==> src/tcspc_pkg.sv <==
// Shared constants and types of the Type-C source protection controller.
package tcspc_pkg;
   localparam int unsigned CLK_HZ            = 50_000_000;
   localparam int unsigned SOFT_START_US     = 1000;
   localparam int unsigned DISCHARGE_MS      = 300;
   localparam int unsigned OV_DEB_US         = 10;
   localparam int unsigned UV_DEB_US         = 1000;
   localparam int unsigned OC_DEB_US         = 2500;
   localparam int unsigned FOC_DEB_US        = 1;
   localparam int unsigned ATTACH_DEB_US     = 150;
   localparam int unsigned SOFT_START_CYC    = SOFT_START_US * (CLK_HZ / 1_000_000);
   localparam int unsigned DISCHARGE_CYC     = DISCHARGE_MS * (CLK_HZ / 1000);
   localparam int unsigned OV_DEB_CYC        = OV_DEB_US * (CLK_HZ / 1_000_000);
   localparam int unsigned UV_DEB_CYC        = UV_DEB_US * (CLK_HZ / 1_000_000);
   localparam int unsigned OC_DEB_CYC        = OC_DEB_US * (CLK_HZ / 1_000_000);
   localparam int unsigned FOC_DEB_CYC       = FOC_DEB_US * (CLK_HZ / 1_000_000);
   localparam int unsigned ATTACH_DEB_CYC    = ATTACH_DEB_US * (CLK_HZ / 1_000_000);
   localparam int unsigned CNT_W             = 24;
   // Rp advertisement codes: 1 selects 3 A (default), 0 selects 1.5 A.
   localparam logic        RP_ADV_3A         = 1'b1;
   localparam logic        RP_ADV_1P5A       = 1'b0;
   // Fuse defaults: over-voltage option 0 is 120 %, current option 0 is 120 %.
   localparam logic        OV_FUSE_DEFAULT   = 1'b0;
   localparam logic [1:0]  OC_FUSE_DEFAULT   = 2'h0;
   typedef enum logic [2:0] {
      TCSPC_STANDBY,
      TCSPC_ATTACH_DEB,
      TCSPC_SOFT_START,
      TCSPC_POWERED,
      TCSPC_DISCHARGE,
      TCSPC_FAULT_HOLD
   } tcspc_state_t;
endpackage

==> src/tcspc_ctrl.sv <==
// Type-C source protection controller: attach, soft start, discharge, D+/D- mode, faults.
`timescale 1ns/1ps
`default_nettype none
module tcspc_ctrl
   import tcspc_pkg::*;
#(
   parameter int unsigned SOFT_START_CYCLES = SOFT_START_CYC,
   parameter int unsigned DISCHARGE_CYCLES  = DISCHARGE_CYC,
   parameter int unsigned UV_DEB_CYCLES     = UV_DEB_CYC,
   parameter int unsigned OC_DEB_CYCLES     = OC_DEB_CYC,
   parameter int unsigned ATTACH_CYCLES     = ATTACH_DEB_CYC
) (
   input  wire logic       MCLK,
   input  wire logic       RESETN,
   input  wire logic       RP_SELECT_3A,
   input  wire logic       OV_FUSE_SEL,
   input  wire logic [1:0] OC_FUSE_SEL,
   input  wire logic       UV_GUARD_EN,
   input  wire logic       CC_ATTACHED,
   input  wire logic       OVERVOLTAGE_GUARD,
   input  wire logic       UNDERVOLTAGE_GUARD,
   input  wire logic       OVERCURRENT_GUARD,
   input  wire logic       FAST_OVERCURRENT,
   input  wire logic       THERMAL_HOT,
   input  wire logic       THERMAL_COOL,
   input  wire logic       DP_BELOW_ENTRY,
   input  wire logic       DM_BELOW_ENTRY,
   output logic            RP_ENABLE,
   output logic            RP_ADV_3A_SEL,
   output logic            OV_THRESH_SEL,
   output logic [1:0]      OC_THRESH_SEL,
   output logic            SWITCH_ON,
   output logic            SOFT_START_ACTIVE,
   output logic            SUPPLY_INPUT_DISCHARGE,
   output logic            VBUS_DISCHARGE,
   output logic            DIVIDER_BIAS_MODE,
   output logic            SHORTED_LINES_MODE,
   output logic            FAULT_ACTIVE
);
   // Synchronisers for every analog comparator and strap input.
   localparam int unsigned NSYNC = 13;
   logic [NSYNC-1:0] raw_in;
   logic [NSYNC-1:0] sync_a;
   logic [NSYNC-1:0] sync_b;
   assign raw_in = {RP_SELECT_3A, OV_FUSE_SEL, OC_FUSE_SEL, UV_GUARD_EN, CC_ATTACHED,
                    OVERVOLTAGE_GUARD, UNDERVOLTAGE_GUARD, OVERCURRENT_GUARD,
                    FAST_OVERCURRENT, THERMAL_HOT, DP_BELOW_ENTRY, DM_BELOW_ENTRY};

   always_ff @(posedge MCLK) begin
      if (!RESETN) begin
         sync_a <= '0;
         sync_b <= '0;
      end else begin
         sync_a <= raw_in;
         sync_b <= sync_a;
      end
   end

   logic cool_a;
   logic cool_s;
   always_ff @(posedge MCLK) begin
      if (!RESETN) begin
         cool_a <= 1'b0;
         cool_s <= 1'b0;
      end else begin
         cool_a <= THERMAL_COOL;
         cool_s <= cool_a;
      end
   end

   logic       s_rp3a;
   logic       s_ovsel;
   logic [1:0] s_ocsel;
   logic       s_uven;
   logic       s_cc;
   logic       s_ov;
   logic       s_uv;
   logic       s_oc;
   logic       s_foc;
   logic       s_hot;
   logic       s_dp_low;
   logic       s_dm_low;
   assign {s_rp3a, s_ovsel, s_ocsel, s_uven, s_cc, s_ov, s_uv, s_oc, s_foc, s_hot,
           s_dp_low, s_dm_low} = sync_b;

   // Debounce filters: a condition counts only after it has held steadily.
   localparam int unsigned NDEB = 5;
   localparam int unsigned DEB_OV  = 0;
   localparam int unsigned DEB_UV  = 1;
   localparam int unsigned DEB_OC  = 2;
   localparam int unsigned DEB_FOC = 3;
   localparam int unsigned DEB_CC  = 4;
   logic [NDEB-1:0] deb_raw;
   logic [NDEB-1:0] deb_ok;
   logic [CNT_W-1:0] deb_len [NDEB];
   assign deb_raw = {s_cc, s_foc, s_oc, s_uv & s_uven, s_ov};
   assign deb_len[DEB_OV]  = CNT_W'(OV_DEB_CYC);
   assign deb_len[DEB_UV]  = CNT_W'(UV_DEB_CYCLES);
   assign deb_len[DEB_OC]  = CNT_W'(OC_DEB_CYCLES);
   assign deb_len[DEB_FOC] = CNT_W'(FOC_DEB_CYC);
   assign deb_len[DEB_CC]  = CNT_W'(ATTACH_CYCLES);

   generate
      for (genvar g = 0; g < NDEB; g++) begin : g_deb
         logic [CNT_W-1:0] cnt;
         always_ff @(posedge MCLK) begin
            if (!RESETN) begin
               cnt <= '0;
            end else if (!deb_raw[g]) begin
               cnt <= '0;
            end else if (cnt < deb_len[g]) begin
               cnt <= cnt + 1'b1;
            end
         end
         assign deb_ok[g] = deb_raw[g] && (cnt >= deb_len[g]);
      end
   endgenerate

   // Thermal cutoff latches with hysteresis: trips hot at once, clears only when cool.
   logic thermal_cutoff;
   always_ff @(posedge MCLK) begin
      if (!RESETN) begin
         thermal_cutoff <= 1'b0;
      end else if (s_hot) begin
         thermal_cutoff <= 1'b1;
      end else if (cool_s) begin
         thermal_cutoff <= 1'b0;
      end
   end

   logic fault_now;
   logic fault_clear;
   assign fault_now = deb_ok[DEB_OV] | deb_ok[DEB_UV] | deb_ok[DEB_OC] | deb_ok[DEB_FOC]
                      | thermal_cutoff | s_hot;
   // Slow over-current has no lasting condition; the fresh attach cycle is its recovery.
   assign fault_clear = !s_ov && !(s_uv && s_uven) && !s_foc && !thermal_cutoff && !s_hot;

   tcspc_state_t     state;
   logic [CNT_W-1:0] tmr;

   always_ff @(posedge MCLK) begin
      if (!RESETN) begin
         state <= TCSPC_STANDBY;
         tmr   <= '0;
      end else begin
         case (state)
            TCSPC_STANDBY: begin
               tmr <= '0;
               if (!fault_now && deb_ok[DEB_CC]) begin
                  state <= TCSPC_SOFT_START;
               end
            end
            TCSPC_ATTACH_DEB: begin
               state <= TCSPC_STANDBY;
            end
            TCSPC_SOFT_START: begin
               tmr <= tmr + 1'b1;
               if (fault_now || !s_cc) begin
                  state <= TCSPC_DISCHARGE;
                  tmr   <= '0;
               end else if (tmr >= CNT_W'(SOFT_START_CYCLES - 1)) begin
                  state <= TCSPC_POWERED;
                  tmr   <= '0;
               end
            end
            TCSPC_POWERED: begin
               if (fault_now || !s_cc) begin
                  state <= TCSPC_DISCHARGE;
                  tmr   <= '0;
               end
            end
            TCSPC_DISCHARGE: begin
               tmr <= tmr + 1'b1;
               if (tmr >= CNT_W'(DISCHARGE_CYCLES - 1)) begin
                  state <= TCSPC_FAULT_HOLD;
                  tmr   <= '0;
               end
            end
            TCSPC_FAULT_HOLD: begin
               if (fault_clear) begin
                  state <= TCSPC_STANDBY;
               end
            end
            default: begin
               state <= TCSPC_STANDBY;
               tmr   <= '0;
            end
         endcase
      end
   end

   // D+/D- protocol selection; a new attach starts in divider bias unless a line goes low before POWERED.
   logic shorted;
   always_ff @(posedge MCLK) begin
      if (!RESETN) begin
         shorted <= 1'b0;
      end else if (state == TCSPC_STANDBY) begin
         shorted <= 1'b0;
      end else if (s_dp_low || s_dm_low) begin
         shorted <= 1'b1;
      end
   end

   // The switch may conduct only in a live state, with the sink present and no fault.
   // Gating here as well as in the state machine cuts the switch one cycle earlier.
   function automatic logic switch_allowed(input tcspc_state_t st,
                                           input logic         flt,
                                           input logic         cc);
      switch_allowed = (st == TCSPC_SOFT_START || st == TCSPC_POWERED) && !flt && cc;
   endfunction

   // Rp stays on from the first cycle after reset; only its strength follows the strap.
   always_ff @(posedge MCLK) begin
      if (!RESETN) begin
         RP_ENABLE     <= 1'b0;
         RP_ADV_3A_SEL <= RP_ADV_3A;
      end else begin
         RP_ENABLE     <= 1'b1;
         RP_ADV_3A_SEL <= s_rp3a ? RP_ADV_3A : RP_ADV_1P5A;
      end
   end

   // Fuse options are passed through; the analog comparators apply the thresholds.
   always_ff @(posedge MCLK) begin
      if (!RESETN) begin
         OV_THRESH_SEL <= OV_FUSE_DEFAULT;
         OC_THRESH_SEL <= OC_FUSE_DEFAULT;
      end else begin
         OV_THRESH_SEL <= s_ovsel;
         OC_THRESH_SEL <= s_ocsel;
      end
   end

   // The ramp flag drops together with the switch, so a fault in mid-ramp never leaves
   // the ramp driver active on an open switch.
   always_ff @(posedge MCLK) begin
      if (!RESETN) begin
         SWITCH_ON         <= 1'b0;
         SOFT_START_ACTIVE <= 1'b0;
      end else begin
         SWITCH_ON         <= switch_allowed(state, fault_now, s_cc);
         SOFT_START_ACTIVE <= (state == TCSPC_SOFT_START)
                              && switch_allowed(state, fault_now, s_cc);
      end
   end

   // Both discharge paths always move together.
   always_ff @(posedge MCLK) begin
      if (!RESETN) begin
         SUPPLY_INPUT_DISCHARGE <= 1'b0;
         VBUS_DISCHARGE         <= 1'b0;
      end else begin
         SUPPLY_INPUT_DISCHARGE <= (state == TCSPC_DISCHARGE);
         VBUS_DISCHARGE         <= (state == TCSPC_DISCHARGE);
      end
   end

   // A low line takes effect in the same cycle as the latch, so the two modes never
   // overlap while the latch catches up.
   always_ff @(posedge MCLK) begin
      if (!RESETN) begin
         DIVIDER_BIAS_MODE  <= 1'b0;
         SHORTED_LINES_MODE <= 1'b0;
      end else begin
         DIVIDER_BIAS_MODE  <= (state == TCSPC_POWERED) && !shorted
                               && !s_dp_low && !s_dm_low;
         SHORTED_LINES_MODE <= (state == TCSPC_POWERED) && (shorted || s_dp_low
                               || s_dm_low);
      end
   end

   always_ff @(posedge MCLK) begin
      if (!RESETN) begin
         FAULT_ACTIVE <= 1'b0;
      end else begin
         FAULT_ACTIVE <= fault_now;
      end
   end
endmodule
`default_nettype wire

==> config.mk <==
export PLATFORM = sky130hd
export DESIGN_NAME = tcspc_ctrl
export DESIGN_NICKNAME = d
export VERILOG_FILES = /design/src/tcspc_pkg.sv /design/src/tcspc_ctrl.sv
export SDC_FILE = /design/constraint.sdc
export NUM_CORES = 1
export LEC_CHECK = 0
export ABC_AREA = 1
export BUFFER_PORTS_ARGS = -buffer_cell sky130_fd_sc_hd__buf_4
export CORE_MARGIN = 4
export CORE_UTILIZATION = 61
export DETAILED_ROUTE_END_ITERATION = 16
export GPL_TIMING_DRIVEN = 1
export HOLD_SLACK_MARGIN = 0.15
export PLACE_DENSITY = 0.84
export SKIP_CTS_REPAIR_TIMING = 1
export SYNTH_ARGS = -nofsm -noshare
export SYNTH_HDL_FRONTEND = slang
export SYNTH_SLANG_ARGS = --single-unit
export TNS_END_PERCENT = 5
==> constraint.sdc <==
create_clock -name MCLK -period 2.55 [get_ports MCLK]
set_input_delay 0.3825 -clock MCLK [delete_from_list [all_inputs] [get_ports MCLK]]
set_output_delay 0.3825 -clock MCLK [all_outputs]
set_load 0.05 [all_outputs]
==> results of run 1 <==
[worst paths after layout]
kind	slack (ns)	cells after the start	startpoint	end
setup / recovery	0.37	11	tmr[0]$_SDFFE_PN0P_	tmr[7]$_SDFFE_PN0P_
hold / removal	0.13	3	RP_SELECT_3A	sync_a[12]$_SDFF_PN0_
setup reg to reg	0.37	11	tmr[0]$_SDFFE_PN0P_	tmr[7]$_SDFFE_PN0P_
hold reg to reg	0.41	2	sync_a[0]$_SDFF_PN0_	sync_b[0]$_SDFF_PN0_
[routing by layer]
| layer | track usage | vias up |
|---|---|---|
| met5 | 0 | - |
| met4 | 0.1015 | 0 |
| met3 | 0.04643 | 34 |
| met2 | 0.3781 | 110 |
| met1 | 0.2636 | 2974 |
| li1 | - | 3448 |
[report_power, final]
group          internal (uW)  switching [uW]  leakage (uW)
Sequential              2960            10.1       0.00152
Clock                   1600            1130      0.000300
Combinational           49.9            77.4       0.00182
Total                   4610            1220       0.00365
[critical path, stage by stage (launching register included)]
cell,delay (ns)
dfxtp_1,0.38
ha_1,0.19
nand2_1,0.09
nor2_1,0.19
nand4_1,0.13
nand2_1,0.10
nand3_1,0.09
nand2_2,0.16
nor2_1,0.08
o21bai_4,0.23
o21ai_2,0.32
nor2_1,0.10
[stage by stage]
step / setup slack [ns] / utilization
2_1_floorplan: 0.6828 / -
3_3_place_gp: 0.5120 / 0.6527
3_5_place_dp: 0.4299 / 0.6527
4_1_cts: 0.4018 / 0.7014
5_1_grt: 0.1876 / 0.7077
6_report: 0.3673 / 0.7077
[cell type report]
type / instances / area, um2
well taps: 172 / 215.2
multi-input cells: 668 / 3266
inverters: 204 / 770.7
clock inverters: 13 / 163.9
fillers: 1025 / 3704
flip-flops and latches: 188 / 3764
repair buffers: 42 / 335.3
clock buffers: 19 / 452.9
[cell usage in the layout (no fill, tap or decap), drive strengths merged]
| cell | netlist | routed |
|---|---|---|
| nand3 | 55 | 55 |
| and2 | 2 | 2 |
| xor2 | 13 | 13 |
| bufinv | 0 | 3 |
| or2 | 4 | 4 |
| buf | 4 | 34 |
| o211ai | 1 | 1 |
| clkinvlp | 0 | 2 |
| xnor2 | 1 | 1 |
| o21ai | 46 | 46 |
| nand2 | 191 | 191 |
| o21bai | 2 | 2 |
| nor3b | 4 | 4 |
| clkinv | 1 | 7 |
| o22ai | 1 | 1 |
| o21a | 3 | 3 |
| nor2 | 189 | 189 |
| nand3b | 3 | 3 |
| nand4 | 24 | 24 |
| dfxtp | 188 | 188 |
| o311ai | 2 | 2 |
| dlygate4sd3 | 0 | 8 |
| a41oi | 1 | 1 |
| a211oi | 3 | 3 |
| nor4 | 4 | 4 |
| inv | 203 | 205 |
| a31oi | 3 | 3 |
| a21oi | 62 | 62 |
| nor3 | 38 | 38 |
| and3 | 5 | 5 |
| clkbuf | 16 | 19 |
| ha | 11 | 11 |
[sequential cells by signal, indices dropped and copies added, names as in the netlist, 2 cells and up]
register and count:
OC_THRESH_SEL 2, tmr 24, sync_b 13, g_deb.cnt 120, sync_a 13, state 3
[cell families after synthesis]
logic type,share of synthesized area
compound gates,0.08875
simple gates,0.2919
buf+inv,0.1097
xor+xnor,0.01553
flops,0.4767
fa+ha+maj,0.01743
==> flow_metrics.env, run 1 <==
export IMPL_cp_end_kind="flop"
export IMPL_hold_viol_final=0
export IMPL_synth_warnings=0
export IMPL_drive_gt1_frac=0.09083
export IMPL_min_period_ns=2.183
export IMPL_power_total_uw=5834
export IMPL_finalNetCount=1148
export IMPL_fp_dieW_um=121.8
export IMPL_synth_top_area_frac=0.4767
export IMPL_tritoncts="done"
export IMPL_arrival_ns=2.49
export IMPL_drt_initial_drc_count=491
export IMPL_stdcell_count=1306
export IMPL_synth_edff_count=0
export IMPL_ir_drop_mv=0.4617
export IMPL_wl_met3_um=470
export IMPL_floorplan_rows=41
export IMPL_portBuffers=27
export IMPL_syn_num_nets=1107
export IMPL_vias_per_cell=5.028
export IMPL_p_per_area_mw_per_mm2=650.6
export IMPL_worstMarginPinSlew_ns=0.7967
export IMPL_drv_cap=0
export IMPL_yosys_cell_count_top_type="inv_1"
export IMPL_grt_use_total=0.2199
export IMPL_core_area_mm2=0.01267
export IMPL_clock_path_buffers=2
export IMPL_setup_viol=0
export IMPL_initial_utilization=0.6231
export IMPL_place_congestion=0.9622
export IMPL_die_y_um=121.8
export IMPL_skew_ns=0.008505
export IMPL_syn_cell_area_mm2=0.007895
export IMPL_grt_overflow=0
export IMPL_finalSetupTns_ns=0
export IMPL_criticalPathCategory="flop to flop"
export IMPL_postRouteAntennaNets=0
export IMPL_cts_buffers=17
export IMPL_antenna_found_initial=0
export IMPL_m1WireLength_um=6820
export IMPL_post_dp_cell_area_mm2=0.008270
export IMPL_cts_root_buf="clkbuf_16"
export IMPL_worstSetupStartpointType="flop"
export IMPL_rsz0062_at_grt="false"
export IMPL_postLayoutCellArea_mm2=0.008967
export IMPL_diodes=0
export IMPL_ys_ff_latch=188
export IMPL_die_area_mm2=0.01483
export IMPL_fmax_ghz=0.4581
export IMPL_drc=0
export IMPL_vias=6566
export IMPL_io_pins=28
export IMPL_slew_violations=0
export IMPL_hp_class="input port to flop"
export IMPL_seq_area_frac_synth=0.4767
export IMPL_max_slew_margin=0.4676
export IMPL_drt_first_pass_iters=7
export IMPL_synth_cell_types=46
export IMPL_fin_hold_ws_ns=0.1324
export IMPL_place_hpwl_um=10340
export IMPL_synth_commonest_cells="inv_1, dfxtp_1, nand2_1"
export IMPL_detail_route_wl_per_cell_um=11.61
export IMPL_cts_clk_slew_worst_paths_ns=0.07
export IMPL_synth_cells=1080
export IMPL_totalWireLength_um=15170
export IMPL_crit_path_max_fanout=8
export IMPL_area_growth_pct=13.58
export IMPL_grt_pass1_wl_um=26670
export IMPL_wl_met2_um=7531
export IMPL_synth_area_leaders="dfxtp_1, inv_1, nand2_1, nor2_1, a21oi_1"
export IMPL_dp_cells=1266
export IMPL_min_period_over_period=0.8560
export IMPL_status="finished clean"
export IMPL_grt_pass1_vias=6205
export IMPL_synth_top_area_cell="dfxtp_1"
export IMPL_grt_max_degree=30
export IMPL_clock_latency_ns=0.43
export IMPL_required_ns=2.86
export IMPL_synth_area_per_cell_um2=7.310
export IMPL_cts_sinks=188
export IMPL_h_tree_depth=4
export IMPL_highest_layer="met4"
export IMPL_synthArstFlopShare=0
export IMPL_power_leakage_uw=0.003645
export IMPL_synth_main_ff_cell="dfxtp_1"
Power figures use the tool's default switching activity.
==> run 2, diff against run 1 <==
==> constraint.sdc (replaced) <==
create_clock -name MCLK -period 2.4 [get_ports MCLK]
set_input_delay 0.36 -clock MCLK [delete_from_list [all_inputs] [get_ports MCLK]]
set_output_delay 0.36 -clock MCLK [all_outputs]
set_load 0.05 [all_outputs]
==> run 2 against run 1 <==
Against the previous run: total power rose by 5.3%; combinational power increased by 14%; clock-buffer cell count grew 5; sequential cell count stayed put; clock skew is 0.0020 ns lower; via count about the same; register-to-register slack got worse by 0.08 ns; critical path type unchanged; largest power group unchanged.
==> flow_metrics.env, run 2 (synthesis gave the netlist of run 1 again) <==
export IMPL_grt_max_degree=29
export IMPL_drc=0
export IMPL_crit_path_max_fanout=4
export IMPL_fmax_ghz=0.4726
export IMPL_p_per_area_mw_per_mm2=680.6
export IMPL_power_leakage_uw=0.003678
export IMPL_die_area_mm2=0.01483
export IMPL_die_y_um=121.8
export IMPL_status="finished clean"
export IMPL_hold_viol_final=0
export IMPL_final_cell_mix="inv_1, dfxtp_1, nand2_1"
export IMPL_drive_gt1_frac=0.08940
export IMPL_vias=6564
export IMPL_drt_first_pass_iters=7
export IMPL_grt_use_total=0.2128
export IMPL_floorplan_rows=41
export IMPL_diodes=0
export IMPL_cts_sinks=188
export IMPL_final_common_cell="inv_1"
export IMPL_grt_pass1_wl_um=25850
export IMPL_initial_utilization=0.6231
export IMPL_postRouteAntennaNets=0
export IMPL_cts_root_buf="clkbuf_16"
export IMPL_min_period_over_period=0.8817
export IMPL_core_area_mm2=0.01267
export IMPL_required_ns=2.73
export IMPL_power_frac_comb=0.024
export IMPL_cts_clk_slew_worst_paths_ns=0.07
export IMPL_criticalPathCategory="flop to flop"
export IMPL_setup_viol=0
export IMPL_drt_initial_drc_count=522
export IMPL_place_hpwl_um=10180
export IMPL_swShare=0.2041
export IMPL_arrival_ns=2.44
export IMPL_top_register="g_deb.cnt"
export IMPL_finalSetupTns_ns=0
export IMPL_portBuffers=27
export IMPL_rsz0062_at_grt="false"
export IMPL_dp_cells=1267
export IMPL_finalNetCount=1155
export IMPL_vias_per_cell=4.999
export IMPL_p_int_uw=4889
export IMPL_h_tree_depth=4
export IMPL_detail_route_wl_per_cell_um=11.42
export IMPL_largest_reg_flops=120
export IMPL_skew_ns=0.006484
export IMPL_cts_buffers=17
export IMPL_clock_path_buffers=2
export IMPL_place_congestion=0.9542
export IMPL_ir_drop_mv=0.4898
export IMPL_tritoncts="done"
export IMPL_slew_violations=0
export IMPL_clkPwrFrac=0.462
export IMPL_clock_latency_ns=0.43
export IMPL_antenna_found_initial=0
export IMPL_grt_overflow=0
export IMPL_p_sw_uw=1253
export IMPL_fp_dieW_um=121.8
export IMPL_totalWireLength_um=14990
export IMPL_max_slew_margin=0.4636
export IMPL_worstMarginPinSlew_ns=0.8026
export IMPL_cp_end_kind="flop"
export IMPL_hp_class="input port to flop"
export IMPL_stdcell_count=1313
export IMPL_min_period_ns=2.116
export IMPL_worstSetupStartpointType="flop"
export IMPL_r2r_slack_ns=0.28
export IMPL_drv_cap=0
export IMPL_io_pins=28
export IMPL_grt_pass1_vias=6146
export IMPL_top_regs="g_deb.cnt (120), tmr (24)"
export IMPL_seqPwrFrac=0.514
export IMPL_area_growth_pct=14.31
-- run 2: changes by cell type in the layout (fill, tap and decap cells not counted) --
cell / delta
bufinv_16: -1
clkbuf_8: +3
clkbuf_1: +2
clkinv_4: -1
clkinvlp_4: -2
buf_4: +1
dlygate4sd3_1: +6
clkinv_2: -1
-- run 2: cell type report --
class	instances	area, um2
flip-flops and latches	188	3764
repair buffers	49	402.9
clock buffers	24	501.7
multi-input cells	668	3266
well taps	172	215.2
clock inverters	8	105.1
inverters	204	770.7
fillers	1035	3646
-- run 2: path summary, 6_finish.rpt --
path,cells after the start,startpoint,to
hold / removal,3,RESETN,cool_a$_SDFF_PN0_
setup reg to reg,10,tmr[0]$_SDFFE_PN0P_,tmr[14]$_SDFFE_PN0P_
setup / recovery,10,tmr[0]$_SDFFE_PN0P_,tmr[14]$_SDFFE_PN0P_
hold reg to reg,2,sync_b[11]$_SDFF_PN0_,OV_THRESH_SEL$_SDFF_PN0_
-- run 2: critical path, stage by stage, from the launching register on --
cell and delay, ns:
dfxtp_1 0.36, ha_1 0.18, nand2_1 0.09, nor2_1 0.18, nand2_1 0.13, nor3_1 0.30
nand2_1 0.09, o311ai_0 0.39, nor2_1 0.10, nor2_1 0.13, nor2_1 0.06
-- run 2: power by group through the flow --
| stage | Sequential [uW] | Combinational [uW] | Clock [uW] |
|---|---|---|---|
| 4_1_cts | 3160 | 127 | 2880 |
| 2_1_floorplan | 3240 | 65.4 | 0 |
| 5_1_grt | 3160 | 161 | 3030 |
| 3_3_place_gp | 3230 | 123 | 0 |
| 6_report | 3160 | 145 | 2840 |
| 3_5_place_dp | 3230 | 126 | 0 |
-- run 2: metal layers --
| metal | GRT usage | up-vias | routed length [um] |
|---|---|---|---|
| met4 | 0.1008 | 0 | 395 |
| met1 | 0.2568 | 2947 | 6770 |
| met2 | 0.3595 | 126 | 7214 |
| met3 | 0.04921 | 38 | 611 |
| li1 | - | 3453 | - |
| met5 | 0 | - | 0 |
-- run 2: through the flow --
stage	power, uW	instance area, um2	utilization	setup slack (ns)	hold WS [ns]
floorplan	3307	7895	-	0.5328	0.3877
global placement	3352	8278	0.6533	0.3529	0.3923
detailed placement	3356	8278	0.6533	0.3148	0.3947
CTS	6164	8885	0.7012	0.2981	0.1012
global route	6353	9025	0.7123	0.08053	0.3288
finish	6142	9025	0.7123	0.2840	0.3200
